===== config.mk =====
export PLATFORM = sky130hd
export DESIGN_NAME = dws_core
export DESIGN_NICKNAME = d
export VERILOG_FILES = /design/src/logic/dws_core.v
export VERILOG_INCLUDE_DIRS = /design/src /design/src/shared
export SDC_FILE = /design/constraint.sdc
export NUM_CORES = 1
export LEC_CHECK = 0
export BUFFER_PORTS_ARGS = -buffer_cell sky130_fd_sc_hd__buf_2
export CORE_MARGIN = 2
export CORE_UTILIZATION = 30
export CTS_CLUSTER_DIAMETER = 80
export DETAILED_ROUTE_END_ITERATION = 8
export RECOVER_POWER = 50
export SLEW_MARGIN = 40
export SYNTH_ARGS = -nofsm -noshare
export SYNTH_HDL_FRONTEND = slang
export SYNTH_HIERARCHICAL = 1
export SYNTH_SLANG_ARGS = --single-unit

===== constraint.sdc =====
create_clock -name MCLK -period 5.2 [get_ports MCLK]
set_input_delay 0.26 -clock MCLK [delete_from_list [all_inputs] [get_ports MCLK]]
set_output_delay 0.26 -clock MCLK [all_outputs]
set_load 0.1 [all_outputs]

===== src/shared/dws_regs.vh =====
/*
 * Constants of the write, precharge and self-refresh command engine:
 * command codes, burst-length field encodings, beat counts and timing.
 * Assumes inclusion by bare name from the design files under logic/.
 */
`ifndef DWS_REGS_VH
`define DWS_REGS_VH

// Command codes as {RAS#, CAS#, WE#} with chip select low.
`define DWS_CMD_ACT 3'h3
`define DWS_CMD_WR 3'h4
`define DWS_CMD_PRE 3'h2
`define DWS_CMD_REF 3'h1

// Burst-length field encodings.
`define DWS_BL_FIX8 2'h0
`define DWS_BL_OTF 2'h1
`define DWS_BL_FIX4 2'h2

// Beats per burst.
`define DWS_BEATS_BL8 4'h8
`define DWS_BEATS_BC4 4'h4

// System clock rate and internal self-refresh interval.
`define DWS_MCLK_MHZ 40
`define DWS_TREFI_NS 7800

`endif


===== src/logic/dws_core.v =====
/*
 * Device-side command engine: write burst capture, bank precharge and
 * self refresh, plus the FIFO that carries captured write beats out.
 * Assumes every pin input is asynchronous to MCLK and that the link clock
 * CK runs several times slower than MCLK so its edges can be found.
 */
`timescale 1ns/1ps
`default_nettype none
`include "dws_regs.vh"

module dws_fifo #(
    parameter W = 8,
    parameter D = 4,
    parameter AW = 2
)
(
    // Clock and control.
    input wire clk,
    input wire rst_n,
    input wire ce,
    // Filling side.
    input wire in_valid,
    output wire in_ready,
    input wire [W-1:0] in_data,
    // Draining side.
    output wire out_valid,
    input wire out_ready,
    output wire [W-1:0] out_data
);
    reg [W-1:0] mem [0:D-1];
    reg [AW-1:0] wr_ptr;
    reg [AW-1:0] rd_ptr;
    reg [AW:0] count;
    wire push;
    wire pop;

    assign in_ready = (count != D[AW:0]);
    assign out_valid = (count != {(AW+1){1'b0}});
    assign out_data = mem[rd_ptr];
    assign push = ce & in_valid & in_ready;
    assign pop = ce & out_valid & out_ready;

    // Data storage carries no reset; only the pointers and the count need a defined value.
    always @(posedge clk)
    begin
        if (push)
            mem[wr_ptr] <= in_data;
    end

    // Pointers wrap at the depth, which need not be a power of two.
    always @(posedge clk or negedge rst_n)
    begin
        if (!rst_n)
        begin
            wr_ptr <= {AW{1'b0}};
            rd_ptr <= {AW{1'b0}};
            count <= {(AW+1){1'b0}};
        end
        else
        begin
            if (push)
                wr_ptr <= (wr_ptr == D[AW-1:0] - 1'b1) ? {AW{1'b0}} : wr_ptr + 1'b1;
            if (pop)
                rd_ptr <= (rd_ptr == D[AW-1:0] - 1'b1) ? {AW{1'b0}} : rd_ptr + 1'b1;
            if (push & ~pop)
                count <= count + 1'b1;
            else if (pop & ~push)
                count <= count - 1'b1;
        end
    end
endmodule

module dws_core #(
    parameter DQ_W = 8,
    parameter FIFO_D = 4,
    parameter REFI_NS = `DWS_TREFI_NS
)
(
    // System clock, enable and reset.
    input wire MCLK,
    input wire RESETN,
    input wire CE,
    // Link pins from the controller.
    input wire CK,
    input wire CKE,
    input wire CS_N,
    input wire RAS_N,
    input wire CAS_N,
    input wire WE_N,
    input wire A10,
    input wire A12,
    input wire [2:0] COL,
    input wire [2:0] BA,
    input wire DQS,
    input wire [DQ_W-1:0] DQ,
    // Mode settings.
    input wire [1:0] BL_FIELD,
    input wire [3:0] ADD_LAT,
    input wire [3:0] CAS_WR_LAT,
    // Captured write beats.
    output reg WR_VALID,
    input wire WR_READY,
    output reg [DQ_W+2:0] WR_DATA,
    // Status.
    output reg [7:0] BANK_OPEN,
    output reg SELF_REFRESH,
    output reg DLL_ENABLE,
    output reg DLL_RESET,
    output reg INT_REFRESH,
    output reg CMD_ERROR,
    output reg BURST_CHOP,
    output reg OVERRUN
);
    localparam PW = 15 + DQ_W;
    localparam REFI_CYC = (REFI_NS * `DWS_MCLK_MHZ) / 1000;

    reg rst_s1;
    reg rst_s2;
    reg [PW-1:0] pin_s1;
    reg [PW-1:0] pin_s2;
    reg ck_d;
    reg dqs_d;
    reg cke_prev;
    reg [1:0] slot_v;
    reg [4:0] slot_cnt [0:1];
    reg [2:0] slot_col [0:1];
    reg [1:0] slot_chop;
    reg act_on;
    reg [3:0] act_beat;
    reg [2:0] act_col;
    reg act_chop;
    reg push_v;
    reg [DQ_W+2:0] push_d;
    reg [15:0] refi_cnt;
    reg due;
    reg [2:0] due_col;
    reg due_chop;
    integer i;
    integer j;
    wire rst_n;
    wire s_ck;
    wire s_cke;
    wire s_cs_n;
    wire [2:0] s_cmd;
    wire s_a10;
    wire s_a12;
    wire [2:0] s_col;
    wire [2:0] s_ba;
    wire s_dqs;
    wire [DQ_W-1:0] s_dq;
    wire ck_rise;
    wire dqs_edge;
    wire [4:0] wlat;
    wire new_chop;
    wire fifo_ready;
    wire fifo_valid;
    wire [DQ_W+2:0] fifo_data;
    wire take_out;
    wire [2:0] dcol;
    wire dchop;

    // Column of beat n: eight-beat bursts wrap over all eight, chops in the half.
    function [2:0] beat_col;
        input [2:0] col;
        input [3:0] n;
        input chop;
        begin
            if (chop)
                beat_col = {col[2], col[1:0] + n[1:0]};
            else
                beat_col = col + n[2:0];
        end
    endfunction

    // A command is taken only with chip select low.
    function is_cmd;
        input cs_n;
        input [2:0] cmd;
        input [2:0] code;
        begin
            is_cmd = ~cs_n & (cmd == code);
        end
    endfunction

    assign rst_n = rst_s2;
    assign {s_ck, s_cke, s_cs_n} = pin_s2[PW-1:PW-3];
    assign s_cmd = pin_s2[PW-4:PW-6];
    assign {s_a10, s_a12, s_col, s_ba, s_dqs} = pin_s2[PW-7:DQ_W];
    assign s_dq = pin_s2[DQ_W-1:0];
    assign ck_rise = s_ck & ~ck_d;
    assign dqs_edge = s_dqs ^ dqs_d;
    assign wlat = {1'b0, ADD_LAT} + {1'b0, CAS_WR_LAT};
    assign new_chop = (BL_FIELD == `DWS_BL_FIX4) | ((BL_FIELD == `DWS_BL_OTF) & ~s_a12);
    assign take_out = ~WR_VALID | WR_READY;
    // A burst falling due takes over the beat context from the active one.
    assign dcol = due ? due_col : act_col;
    assign dchop = due ? due_chop : act_chop;

    // Reset release through two flops; assertion stays asynchronous.
    always @(posedge MCLK or negedge RESETN)
    begin
        if (!RESETN)
        begin
            rst_s1 <= 1'b0;
            rst_s2 <= 1'b0;
        end
        else
        begin
            rst_s1 <= 1'b1;
            rst_s2 <= rst_s1;
        end
    end

    // Two-flop synchroniser for every pin; all pins share one delay so the
    // strobe and data keep their relation to CK.
    always @(posedge MCLK or negedge rst_n)
    begin
        if (!rst_n)
        begin
            pin_s1 <= {PW{1'b0}};
            pin_s2 <= {PW{1'b0}};
        end
        else if (CE)
        begin
            pin_s1 <= {CK, CKE, CS_N, RAS_N, CAS_N, WE_N, A10, A12, COL, BA, DQS, DQ};
            pin_s2 <= pin_s1;
        end
    end

    // Pick the write slot that falls due on this CK edge.
    always @*
    begin
        due = 1'b0;
        due_col = 3'h0;
        due_chop = 1'b0;
        for (j = 0; j < 2; j = j + 1)
        begin
            if (ck_rise && slot_v[j] && slot_cnt[j] == 5'h01)
            begin
                due = 1'b1;
                due_col = slot_col[j];
                due_chop = slot_chop[j];
            end
        end
    end

    // Command engine, burst capture and self refresh.
    always @(posedge MCLK or negedge rst_n)
    begin
        if (!rst_n)
        begin
            ck_d <= 1'b0;
            dqs_d <= 1'b0;
            cke_prev <= 1'b0;
            slot_v <= 2'h0;
            slot_cnt[0] <= 5'h00;
            slot_cnt[1] <= 5'h00;
            slot_col[0] <= 3'h0;
            slot_col[1] <= 3'h0;
            slot_chop <= 2'h0;
            act_on <= 1'b0;
            act_beat <= 4'h0;
            act_col <= 3'h0;
            act_chop <= 1'b0;
            push_v <= 1'b0;
            push_d <= {(DQ_W+3){1'b0}};
            refi_cnt <= 16'h0000;
            BANK_OPEN <= 8'h00;
            SELF_REFRESH <= 1'b0;
            DLL_ENABLE <= 1'b1;
            DLL_RESET <= 1'b0;
            INT_REFRESH <= 1'b0;
            CMD_ERROR <= 1'b0;
            BURST_CHOP <= 1'b0;
            OVERRUN <= 1'b0;
        end
        else if (CE)
        begin
            ck_d <= s_ck;
            dqs_d <= s_dqs;
            push_v <= 1'b0;
            DLL_RESET <= 1'b0;
            INT_REFRESH <= 1'b0;
            CMD_ERROR <= 1'b0;
            // A full FIFO cannot stall the controller, so a lost beat is flagged.
            if (push_v && !fifo_ready)
                OVERRUN <= 1'b1;
            if (ck_rise)
                cke_prev <= s_cke;
            // Latency slots count CK edges; a slot reaching one starts the burst.
            if (ck_rise)
            begin
                for (i = 0; i < 2; i = i + 1)
                begin
                    if (slot_v[i])
                    begin
                        slot_cnt[i] <= slot_cnt[i] - 5'h01;
                        if (slot_cnt[i] == 5'h01)
                            slot_v[i] <= 1'b0;
                    end
                end
            end
            // Strobe edges while a burst is active carry one beat each.
            if ((act_on || due) && dqs_edge)
            begin
                push_v <= 1'b1;
                push_d <= {beat_col(dcol, due ? 4'h0 : act_beat, dchop), s_dq};
                act_col <= dcol;
                act_chop <= dchop;
                act_beat <= (due ? 4'h0 : act_beat) + 4'h1;
                act_on <= ((due ? 4'h1 : act_beat + 4'h1) !=
                    (dchop ? `DWS_BEATS_BC4 : `DWS_BEATS_BL8));
            end
            else if (due)
            begin
                // A following burst takes over straight after the last beat.
                act_on <= 1'b1;
                act_beat <= 4'h0;
                act_col <= due_col;
                act_chop <= due_chop;
            end
            if (SELF_REFRESH)
            begin
                // Only CKE is looked at; exit is taken on the first CK edge
                // with CKE high and restarts the delay-locked loop.
                if (ck_rise && s_cke)
                begin
                    SELF_REFRESH <= 1'b0;
                    DLL_ENABLE <= 1'b1;
                    DLL_RESET <= 1'b1;
                end
                if (refi_cnt == 16'h0000)
                begin
                    INT_REFRESH <= 1'b1;
                    refi_cnt <= REFI_CYC[15:0] - 16'h0001;
                end
                else
                    refi_cnt <= refi_cnt - 16'h0001;
            end
            else if (ck_rise)
            begin
                if (is_cmd(s_cs_n, s_cmd, `DWS_CMD_REF) && cke_prev && !s_cke)
                begin
                    SELF_REFRESH <= 1'b1;
                    DLL_ENABLE <= 1'b0;
                    refi_cnt <= 16'h0000;
                end
                else if (is_cmd(s_cs_n, s_cmd, `DWS_CMD_ACT))
                    BANK_OPEN[s_ba] <= 1'b1;
                else if (is_cmd(s_cs_n, s_cmd, `DWS_CMD_PRE))
                begin
                    if (s_a10)
                        BANK_OPEN <= 8'h00;
                    else
                        BANK_OPEN[s_ba] <= 1'b0;
                end
                else if (is_cmd(s_cs_n, s_cmd, `DWS_CMD_WR))
                begin
                    // Writes to an idle bank, or beyond two in flight, are dropped.
                    if (!BANK_OPEN[s_ba])
                        CMD_ERROR <= 1'b1;
                    else if (!slot_v[0] || !slot_v[1])
                    begin
                        for (i = 1; i >= 0; i = i - 1)
                        begin
                            if (!slot_v[i] && (i == 0 || slot_v[0]))
                            begin
                                slot_v[i] <= 1'b1;
                                slot_cnt[i] <= wlat;
                                slot_col[i] <= s_col;
                                slot_chop[i] <= new_chop;
                            end
                        end
                        BURST_CHOP <= new_chop;
                    end
                    else
                        CMD_ERROR <= 1'b1;
                end
            end
        end
    end

    // Output stage keeps WR_VALID and WR_DATA straight from flops.
    always @(posedge MCLK or negedge rst_n)
    begin
        if (!rst_n)
        begin
            WR_VALID <= 1'b0;
            WR_DATA <= {(DQ_W+3){1'b0}};
        end
        else if (CE && take_out)
        begin
            WR_VALID <= fifo_valid;
            WR_DATA <= fifo_data;
        end
    end

    dws_fifo #(
        .W(DQ_W + 3),
        .D(FIFO_D),
        .AW(2)
    ) u_fifo (
        .clk(MCLK),
        .rst_n(rst_n),
        .ce(CE),
        .in_valid(push_v),
        .in_ready(fifo_ready),
        .in_data(push_d),
        .out_valid(fifo_valid),
        .out_ready(take_out),
        .out_data(fifo_data)
    );
endmodule
`default_nettype wire


; ---- Word-level counts from Yosys, hierarchy flattened
; Memories as Yosys holds them, arrays and structs flattened. A register that Yosys moved wholly into a read port is not among the register bits.
; Index checks and enable logic that the tools add are counted.
[classes]
add_sub_neg = 12
order_cmp = 2
n_eq_ne = 13
mux = 81
bitwise_logic = 29
reduce_logical = 36
[op_table]
columns = operator, count
row1 = two-way mux 10 bit, 9
row2 = two-way mux 16 bit, 4
row3 = two-way mux 1 bit, 38
row4 = two-way mux 8 bit, 3
row5 = two-way mux 2 bit, 11
row6 = two-way mux 5 bit, 4
row7 = AND reduction 10 bit, 2
row8 = two-way mux 3 bit, 6
row9 = zero test 16 bit, 1
row10 = two-way mux 4 bit, 4
row11 = subtractor 16 x 1 -> 16 bit (second input constant), 1
row12 = AND 1 bit, 12
row13 = logical AND 1 bit, 12
row14 = inverter 1 bit, 11
row15 = equality test 5 x 1 -> 1 bit (second input constant), 2
row16 = nonzero test 2 bit, 5
row17 = subtractor 5 x 1 -> 5 bit (second input constant), 2
row18 = AND reduction 9 bit, 1
row19 = adder 4 x 1 -> 4 bit (second input constant), 2
row20 = AND 8 bit, 1
row21 = inverter 8 bit, 1
row22 = bitwise OR 8 bit, 1
row23 = AND reduction 2 bit, 4
row24 = equality test 2 bit (second input constant), 3
row25 = 25 further kinds, 33
[totals]
ff_bits = 131
ram_bits = 44
in_bits = 37
elab_cells = 207
n_memories = 1
[mem_list]
columns = name, depth, word_bits, read_ports, rd_ports_with_merged_regs, write_ports, line_no
row1 = u_fifo.mem, 4, 11, 1, 1, 1, dws_core.v:30  ; reg [W-1:0] mem [0:D-1];

; ---- Depth between registers and ports, before layout
; Gate-level depths: netlist of the first run.
[logic_depth]
ltp_word = 13
mapped_depth = 14
depth_no_buf = 13

; ---- Modules after synthesis
; The synthesis of the first run kept the hierarchy.
[by_module_without_submodules]
columns = module, instances, cells_per_inst, area_per_inst_um2, seq_area_each_um2
row1 = dws_core, 1, 580, 6466.2, 3379.5
row2 = dws_fifo, 1, 95, 2026.9, 1496.4

; ---- Least setup slack after synthesis of the first run
; No wires, ideal clock.
[synth_timing]
kind = register to register
from = reg slot_cnt[1] (netlist name)
to = reg push_d[10]
setup_ns = 0.069
arrival_ns = 2.763
required_ns = 5.131
setup_slack_ns = 2.368
stages_incl_launch_ff = 15
path_cell_list = dfrtp_1 inv_1 ha_1 or4b_1 clkbuf_1 o22ai_2 nor2_1 a21oi_1 ha_1 inv_1 fa_1 xnor2_1 nand3_1 a211o_1 nand3_1
[synth_between]
elab_chain_len = 6
elab_cells_between_ends = 13
[synth_lines]
columns = element, line_no
row1 = from (decl), dws_core.v:125  ; reg [4:0] slot_cnt [0:1];
row2 = "from (signal, indexed assignment)", dws_core.v:297  ; slot_cnt[i] <= slot_cnt[i] - 5'h01;
row3 = "from (signal, indexed assignment)", dws_core.v:369  ; slot_cnt[i] <= wlat;
row4 = equality test 5 x 1 -> 1 bit *, dws_core.v:238  ; if (ck_rise && slot_v[j] && slot_cnt[j] == 5'h01)
row5 = logical AND 1 bit *, dws_core.v:238
row6 = two-way mux 3 bit / two-way mux 1 bit (equally long branches), dws_core.v:238
row7 = two-way mux 3 bit *, -
row8 = via dcol[0], dws_core.v:159  ; wire [2:0] dcol;
row9 = adder 3 bit *, dws_core.v:171  ; beat_col = col + n[2:0];
row10 = two-way mux 3 bit *, dws_core.v:168  ; if (chop)
row11 = to (signal assigned), dws_core.v:266  ; push_d <= {(DQ_W+3){1'b0}};
row12 = to (signal assigned), dws_core.v:307  ; push_d <= {beat_col(dcol, due ? 4'h0 : act_beat, dchop), s_dq};
row13 = to (decl), dws_core.v:133  ; reg [DQ_W+2:0] push_d;
; The timed path passes the listed nets; every way through them passes the cells marked *.
; A chain may end at the register's enable or synchronous reset.

; ---- Final worst setup path of the first run
; Ends and elaborated chain as after synthesis.

==> results of run 1 <==
final cells by class:
type	count	area [sq um]	share of cell area [%]
inverters	27	101.3	1.038
clock inverters	14	155.1	1.588
repair buffers	67	350.3	3.587
flip-flops and latches	186	4877	49.93
clock buffers	18	429.2	4.393
multi-input cells	431	3382	34.62
well taps	378	473.0	4.842
routing by layer:
layer	track usage, %	up-vias	wire, microns
li1	-	2570	-
met2	19.07	79	7856
met4	3.836	0	138
met3	2.426	6	460
met1	16.77	2640	8246
met5	0	-	0
worst paths after layout:
kind | startpoint | end | cells after the start
max in group asynchronous | rst_n | refi_cnt[11] | 1
setup / recovery | slot_cnt[1] | push_d[10] | 13
setup reg to reg | slot_cnt[1] | push_d[10] | 13
min in group asynchronous | RESETN | rst_n | 2
hold reg to reg | rst_s1 | rst_n | 0
hold / removal | COL[0] | pin_s1[12] | 2
kinds of logic (layout without fill, tap and decap cells):
group / count (synthesis) / count (layout) / share of synthesized area, %
AOI/OAI and AO/OA: 130 / 130 / 10.12
xor gates and xnor gates: 13 / 13 / 1.341
adders and majority gates: 22 / 22 / 3.506
buffers and inverters: 58 / 126 / 2.799
DFF: 186 / 186 / 57.41
muxes: 92 / 92 / 13.97
other: 1 / 1 / 0.04415
and+or+nand+nor: 173 / 173 / 10.81
state kept, by name (all words and copies together) (netlist names), 2 cells and up:
register / count
u_fifo/mem: 44
pin_s2: 23
slot_cnt: 10
push_d: 11
slot_chop: 2
pin_s1: 23
slot_col: 6
BANK_OPEN: 8
u_fifo/wr_ptr: 2
act_beat: 4
slot_v: 2
WR_DATA: 11
refi_cnt: 16
u_fifo/rd_ptr: 2
act_col: 3
u_fifo/count: 3
placed cells by master (no fill, tap or decap), drive strengths merged, types with 6 or more instances in the layout:
cell and count:
a21o 11, a21oi 25, a31oi 8, and2 12, buf 64, clkbuf 20
dfrtp 141, edfxtp 44, ha 19, inv 34, mux2 72, mux2i 7
mux4 13, nand2 71, nand3 10, nor2 23, nor3 13, nor4 8
o21ai 44, o2bb2ai 6, xor2 8
where the power goes:
part / switching [W] / internal (W) / leakage [nW]
clock: 0.000599 / 0.000683 / 0.283
sequential: 0.000293 / 0.00183 / 2.16
combinational: 0.00101 / 0.000521 / 1.71
cells in the mapped netlist (6+ instances only):
library cell	instances
dfrtp_1	141
nand2_1	71
mux2_2	70
edfxtp_1	44
o21ai_0	43
inv_1	26
a21oi_1	24
nor2_1	23
clkbuf_1	20
ha_1	19
mux4_2	13
nor3_1	13
a21o_1	11
and2_1	11
nand3_1	9
a31oi_1	8
xor2_1	8
mux2i_1	6
nor4_1	6
o2bb2ai_1	6
through the flow:
stage	area [sq um]	hold slack (ns)
6_report	9768	0.05905
2_1_floorplan	8493	-0.03559
3_5_place_dp	9184	0.04684
4_1_cts	9778	0.03774
3_3_place_gp	9174	0.04550
5_1_grt	9768	0.04027
timing repair:
action / 4_1_cts / 5_1_grt
endpoints found under the hold margin: 2 / 0
gates resized for setup: 0 / 0
hold buffers: 1 / 0
worst max-delay path: cells and delay by family (launching register included):
| family | cells | cell delay, ns |
|---|---|---|
| DFF | 1 | 0.39 |
| adders and majority gates | 3 | 0.74 |
| AOI/OAI and AO/OA | 3 | 0.86 |
| xor gates and xnor gates | 1 | 0.17 |
| buffers and inverters | 2 | 0.15 |
| and+or+nand+nor | 4 | 0.80 |
==> reports/results.ini, run 1 <==
[grt]
grt_pass1_wl_microns=28010
global_route.usage.total_pct=12.09
grt_max_degree=80
grt.overflow.total=0
first_global_vias=5347
grt_antenna_before_repair=0

[final_layout]
drive_above_1_share_pct=26.92
fill_cells=2729
utilization_pct=35.06
finalNonFillerCells=1121
area_growth_pct=15.01
final_net_count=789
antennaDiodeCount=0

[synthesis]
ys_dominant_reg_cell=dfrtp_1
ys_warn_count=6
yosysSeqAreaShare_pct=57.41
postSynthCellCount=675
syn-cell-area_sq_mm=0.008493
synthArstFlopShare_pct=76.34
synth_top_cell_by_area=dfrtp_1
synthDominantCellAreaShare_pct=41.54
netlist-cell-type-count=74
synth.avg_cell_area_sq_um=12.58
synth_nets=734
synth-edff-count=44
post_synth_main_area_contributors=dfrtp_1 (42%), edfxtp_1 (16%), mux2_2 (9.3%)
yosys_register_bits=186

[sta]
finalHoldViolations=0
timing.final.crit_share_pct=60.76
setup_total_negative_slack_ns=0
final-max-slew-violation-count=41
max_freq_mhz=316.5
setup-violations-final=0
fin_worst_skew_ns=0.01764
final.setup.worst_slack_ns=2.040
worst_pin_slew_ns=1.606
final.min_clock_period_ns=3.160
timing.max_slew.rel_slack_pct=-7.035
setup_repair_after_global_routing_missed_its_margin=false

[placement]
numPlacedInstances=1088
post-dp-hpwl_microns=11250
port-buffer-count=63
place_ws_ns=2.079
gp_congestion=0.7973

[critical_path]
critPathLaunchType=flop
end_kind=flop
crit_path_top_delay_cell=or4b_1
critical_path_arrival_ns=3.52
crit_chain=inv_1 -> ha_1 -> or4b_1 -> o22ai_2 -> nor2_1 -> a21oi_1 -> ha_1 -> inv_1 -> fa_1 -> xnor2_1 -> nand3_1 -> a211o_1 -> nand3_1
crit_required_ns=5.56
critical_path_class=reg -> reg
timing.reg2reg.setup_slack_ns=2.04
crit_path_max_incr_delay_ns=0.53
critPathMaxFanout=10

[routing]
detail_route.drc_violations=0
dr.pass1.iters=4
detail_route.vias_per_cell=4.723
dr.first_iter.drc_count=305
totalWireLength_microns=16700
vias=5295
routedWlPerCell_microns=14.90
drt_antenna_net_count=0

[run]
maxCapViolCount=2

[power_and_ir_drop]
totalPowerFinal_w=0.004943
powerDensity_mw_per_mm2=506.0
p_leak_nw=4.154
irDropWorstVdd_uv=251.5

[clock_network]
numCtsBuffers=17
clock-sinks=186
clock_tree.htree_level_count=4
post_cts_buffers=0
cts_tree=built
clock_path_buffers=2
clk_root_buffer_cell=clkbuf_16
clock_slew_at_reported_path_ffs_ns=0.07
clock_latency_ns=0.43

[die]
die-area_sq_mm=0.02967
die_w_microns=172.3
fp.coreArea_sq_mm=0.02786
num_io_pins=64
die_h_microns=172.3
start_util_pct=30.49
num_rows=61

[status]
outcome=finished, violations left
failed_checks=max-capacitance violations, max-slew violations

[worst_hold_path]
min-delay-path-class=in -> reg

No activity file was read; power rests on OpenSTA's default activity.
==> run 2, diff against run 1 <==
clock period = 3.1 ns   (was 5.2 ns; I/O delays follow)
==> run 2 against run 1 <==
  * The run still ends with max-capacitance violations, max-slew violations left
  * Combinational power increased by 71%
  * Count of clock-buffer cells in the layout decreased by 1
  * Power increased by 70%
  * Critical path type unchanged
  * Critical endpoint unchanged
  * Highest routed layer unchanged
==> reports/results.ini, run 2 (same netlist as run 1, synthesis figures left out) <==
[sta]
max_freq_mhz=348.2
timing.max_slew.rel_slack_pct=-29.12
final.min_clock_period_ns=2.872
timing.final.crit_share_pct=92.64
setup_total_negative_slack_ns=0
finalHoldViolations=0
worst_pin_slew_ns=1.937
setup-violations-final=0
fin_worst_skew_ns=0.01584
setup_repair_after_global_routing_missed_its_margin=false
final.hold.worst_slack_ns=0.02209
final-max-slew-violation-count=79

[grt]
top_usage_layer=met2
grt.overflow.total=0
global_route.usage.total_pct=12.31
grt_util_met3_pct=2.724
global_route.usage.met2_pct=19.78
grt_pass1_wl_microns=28630
use_met1_pct=16.77
first_global_vias=5503
grt_max_degree=51
grt_antenna_before_repair=0

[die]
die_w_microns=172.3
die_h_microns=172.3
die-area_sq_mm=0.02967
num_rows=61
start_util_pct=30.49
num_io_pins=64
fp.coreArea_sq_mm=0.02786

[critical_path]
critPathMaxFanout=9
critical_path_class=reg -> reg
end_kind=flop
critPathLaunchType=flop
crit_required_ns=3.46
critical_path_arrival_ns=3.23

[final_layout]
drive_above_1_share_pct=27.23
multi_input_comb_area_sq_mm=0.003396
final_net_count=821
antennaDiodeCount=0
largest_registers=u_fifo/mem x44, pin_s1 x23, pin_s2 x23
register_area_sq_mm=0.004877
mostFrequentLayoutCells=dfrtp_1 (140), nand2_1 (71), mux2_2 (70), buf_2 (61), edfxtp_1 (44)
max_ffs_per_register=44
largest-register=u_fifo/mem
area_growth_pct=18.87
fill_cells=2710
layout_commonest_cell=dfrtp_1

[routing]
routedWlPerCell_microns=14.89
vias=5475
detail_route.drc_violations=0
dr.first_iter.drc_count=295
drt_antenna_net_count=0
totalWireLength_microns=17160
dr.pass1.iters=7
detail_route.vias_per_cell=4.748

[clock_network]
clock_path_buffers=2
clock_latency_ns=0.43
cts_tree=built
clock_slew_at_reported_path_ffs_ns=0.07
clock_tree.htree_level_count=4
numCtsBuffers=17
clk_root_buffer_cell=clkbuf_16
clock-sinks=186

[power_and_ir_drop]
irDropWorstVdd_uv=358.2
p_leak_nw=4.302
powerDensity_mw_per_mm2=833.5

[placement]
port-buffer-count=63
post-dp-hpwl_microns=11900
gp_congestion=0.7761

[status]
failed_checks=max-capacitance violations, max-slew violations
outcome=finished, violations left

[worst_hold_path]
min-delay-path-class=in -> reg

[run]
maxCapViolCount=2

==> run 2: changes by cell type in the layout (fill, tap and decap cells not counted), sizes merged <==
cell         previous run  this run
dlygate4sd3             1        23
clkbuf                 20        22
buf                    64        71
clkinv                  5         6
==> run 2: path summary, 6_finish.rpt <==
kind | startpoint | end | slack (ns) | cells past startpoint
hold / removal | RAS_N | pin_s1[19] | 0.02 | 2
setup / recovery | slot_cnt[6] | push_d[10] | 0.23 | 11
min in group asynchronous | RESETN | rst_n | 0.03 | 2
max in group asynchronous | rst_n | pin_s2[18] | 0.60 | 1
setup reg to reg | slot_cnt[6] | push_d[10] | 0.23 | 11
hold reg to reg | rst_s1 | rst_n | 0.36 | 0
==> run 2: cell type report <==
class                      instances  area share, %
inverter                          27          1.004
multi-input combinational        431          33.64
timing repair buffer              99          6.283
clock buffer                      17          4.214
clock inverter                    15          1.871
tap                              378          4.685
sequential                       186          48.31
==> run 2: where the power goes <==
group	total [W]	internal [W]	switching, W
Combinational	0.00261	0.000906	0.00170
Sequential	0.00357	0.00307	0.000497
Clock	0.00223	0.00117	0.00106
Total	0.00842	0.00515	0.00327
==> run 2: layer usage <==
| metal | share of wire (%) | vias to the layer above |
|---|---|---|
| li1 | - | 2636 |
| met1 | 50 | 2729 |
| met2 | 47 | 95 |
| met3 | 2.8 | 15 |
| met4 | 1.1 | 0 |
| met5 | 0 | - |
==> run 2: what timing repair did <==
| item | 4_1_cts | 5_1_grt |
|---|---|---|
| hold buffers | 23 | 0 |
| hold endpoints to repair | 24 | 0 |
| resized for setup | 0 | 2 |
| endpoints found under the setup margin | 0 | 1 |
| buffers inserted | 0 | 0 |
==> run 2: per-stage QoR <==
| step | utilization, % | worst slack, ns | std cells | cell area [sq um] | power, W |
|---|---|---|---|---|---|
| finish | 36.24 | 0.2281 | 1153 | 10100 | 0.008415 |
| floorplan | - | 0.2681 | 675 | 8494 | 0.005650 |
| detailed placement | 33.27 | 0.2433 | 1098 | 9268 | 0.006240 |
| global placement | 33.25 | 0.2341 | 1098 | 9261 | 0.006185 |
| CTS | 36.30 | 0.1666 | 1153 | 10110 | 0.008524 |
| global route | 36.24 | 0.01769 | 1153 | 10100 | 0.008930 |
==> run 2: critical path, cell delays in order, from the launching register on <==
cell and delay [ns]:
dfrtp_1 0.40, inv_1 0.09, ha_1 0.15, or4b_1 0.57, o22ai_2 0.18, buf_4 0.19, o21ai_0 0.12, fa_1 0.48
xnor2_1 0.16, nand3_1 0.11, a211o_1 0.27, nand3_1 0.07
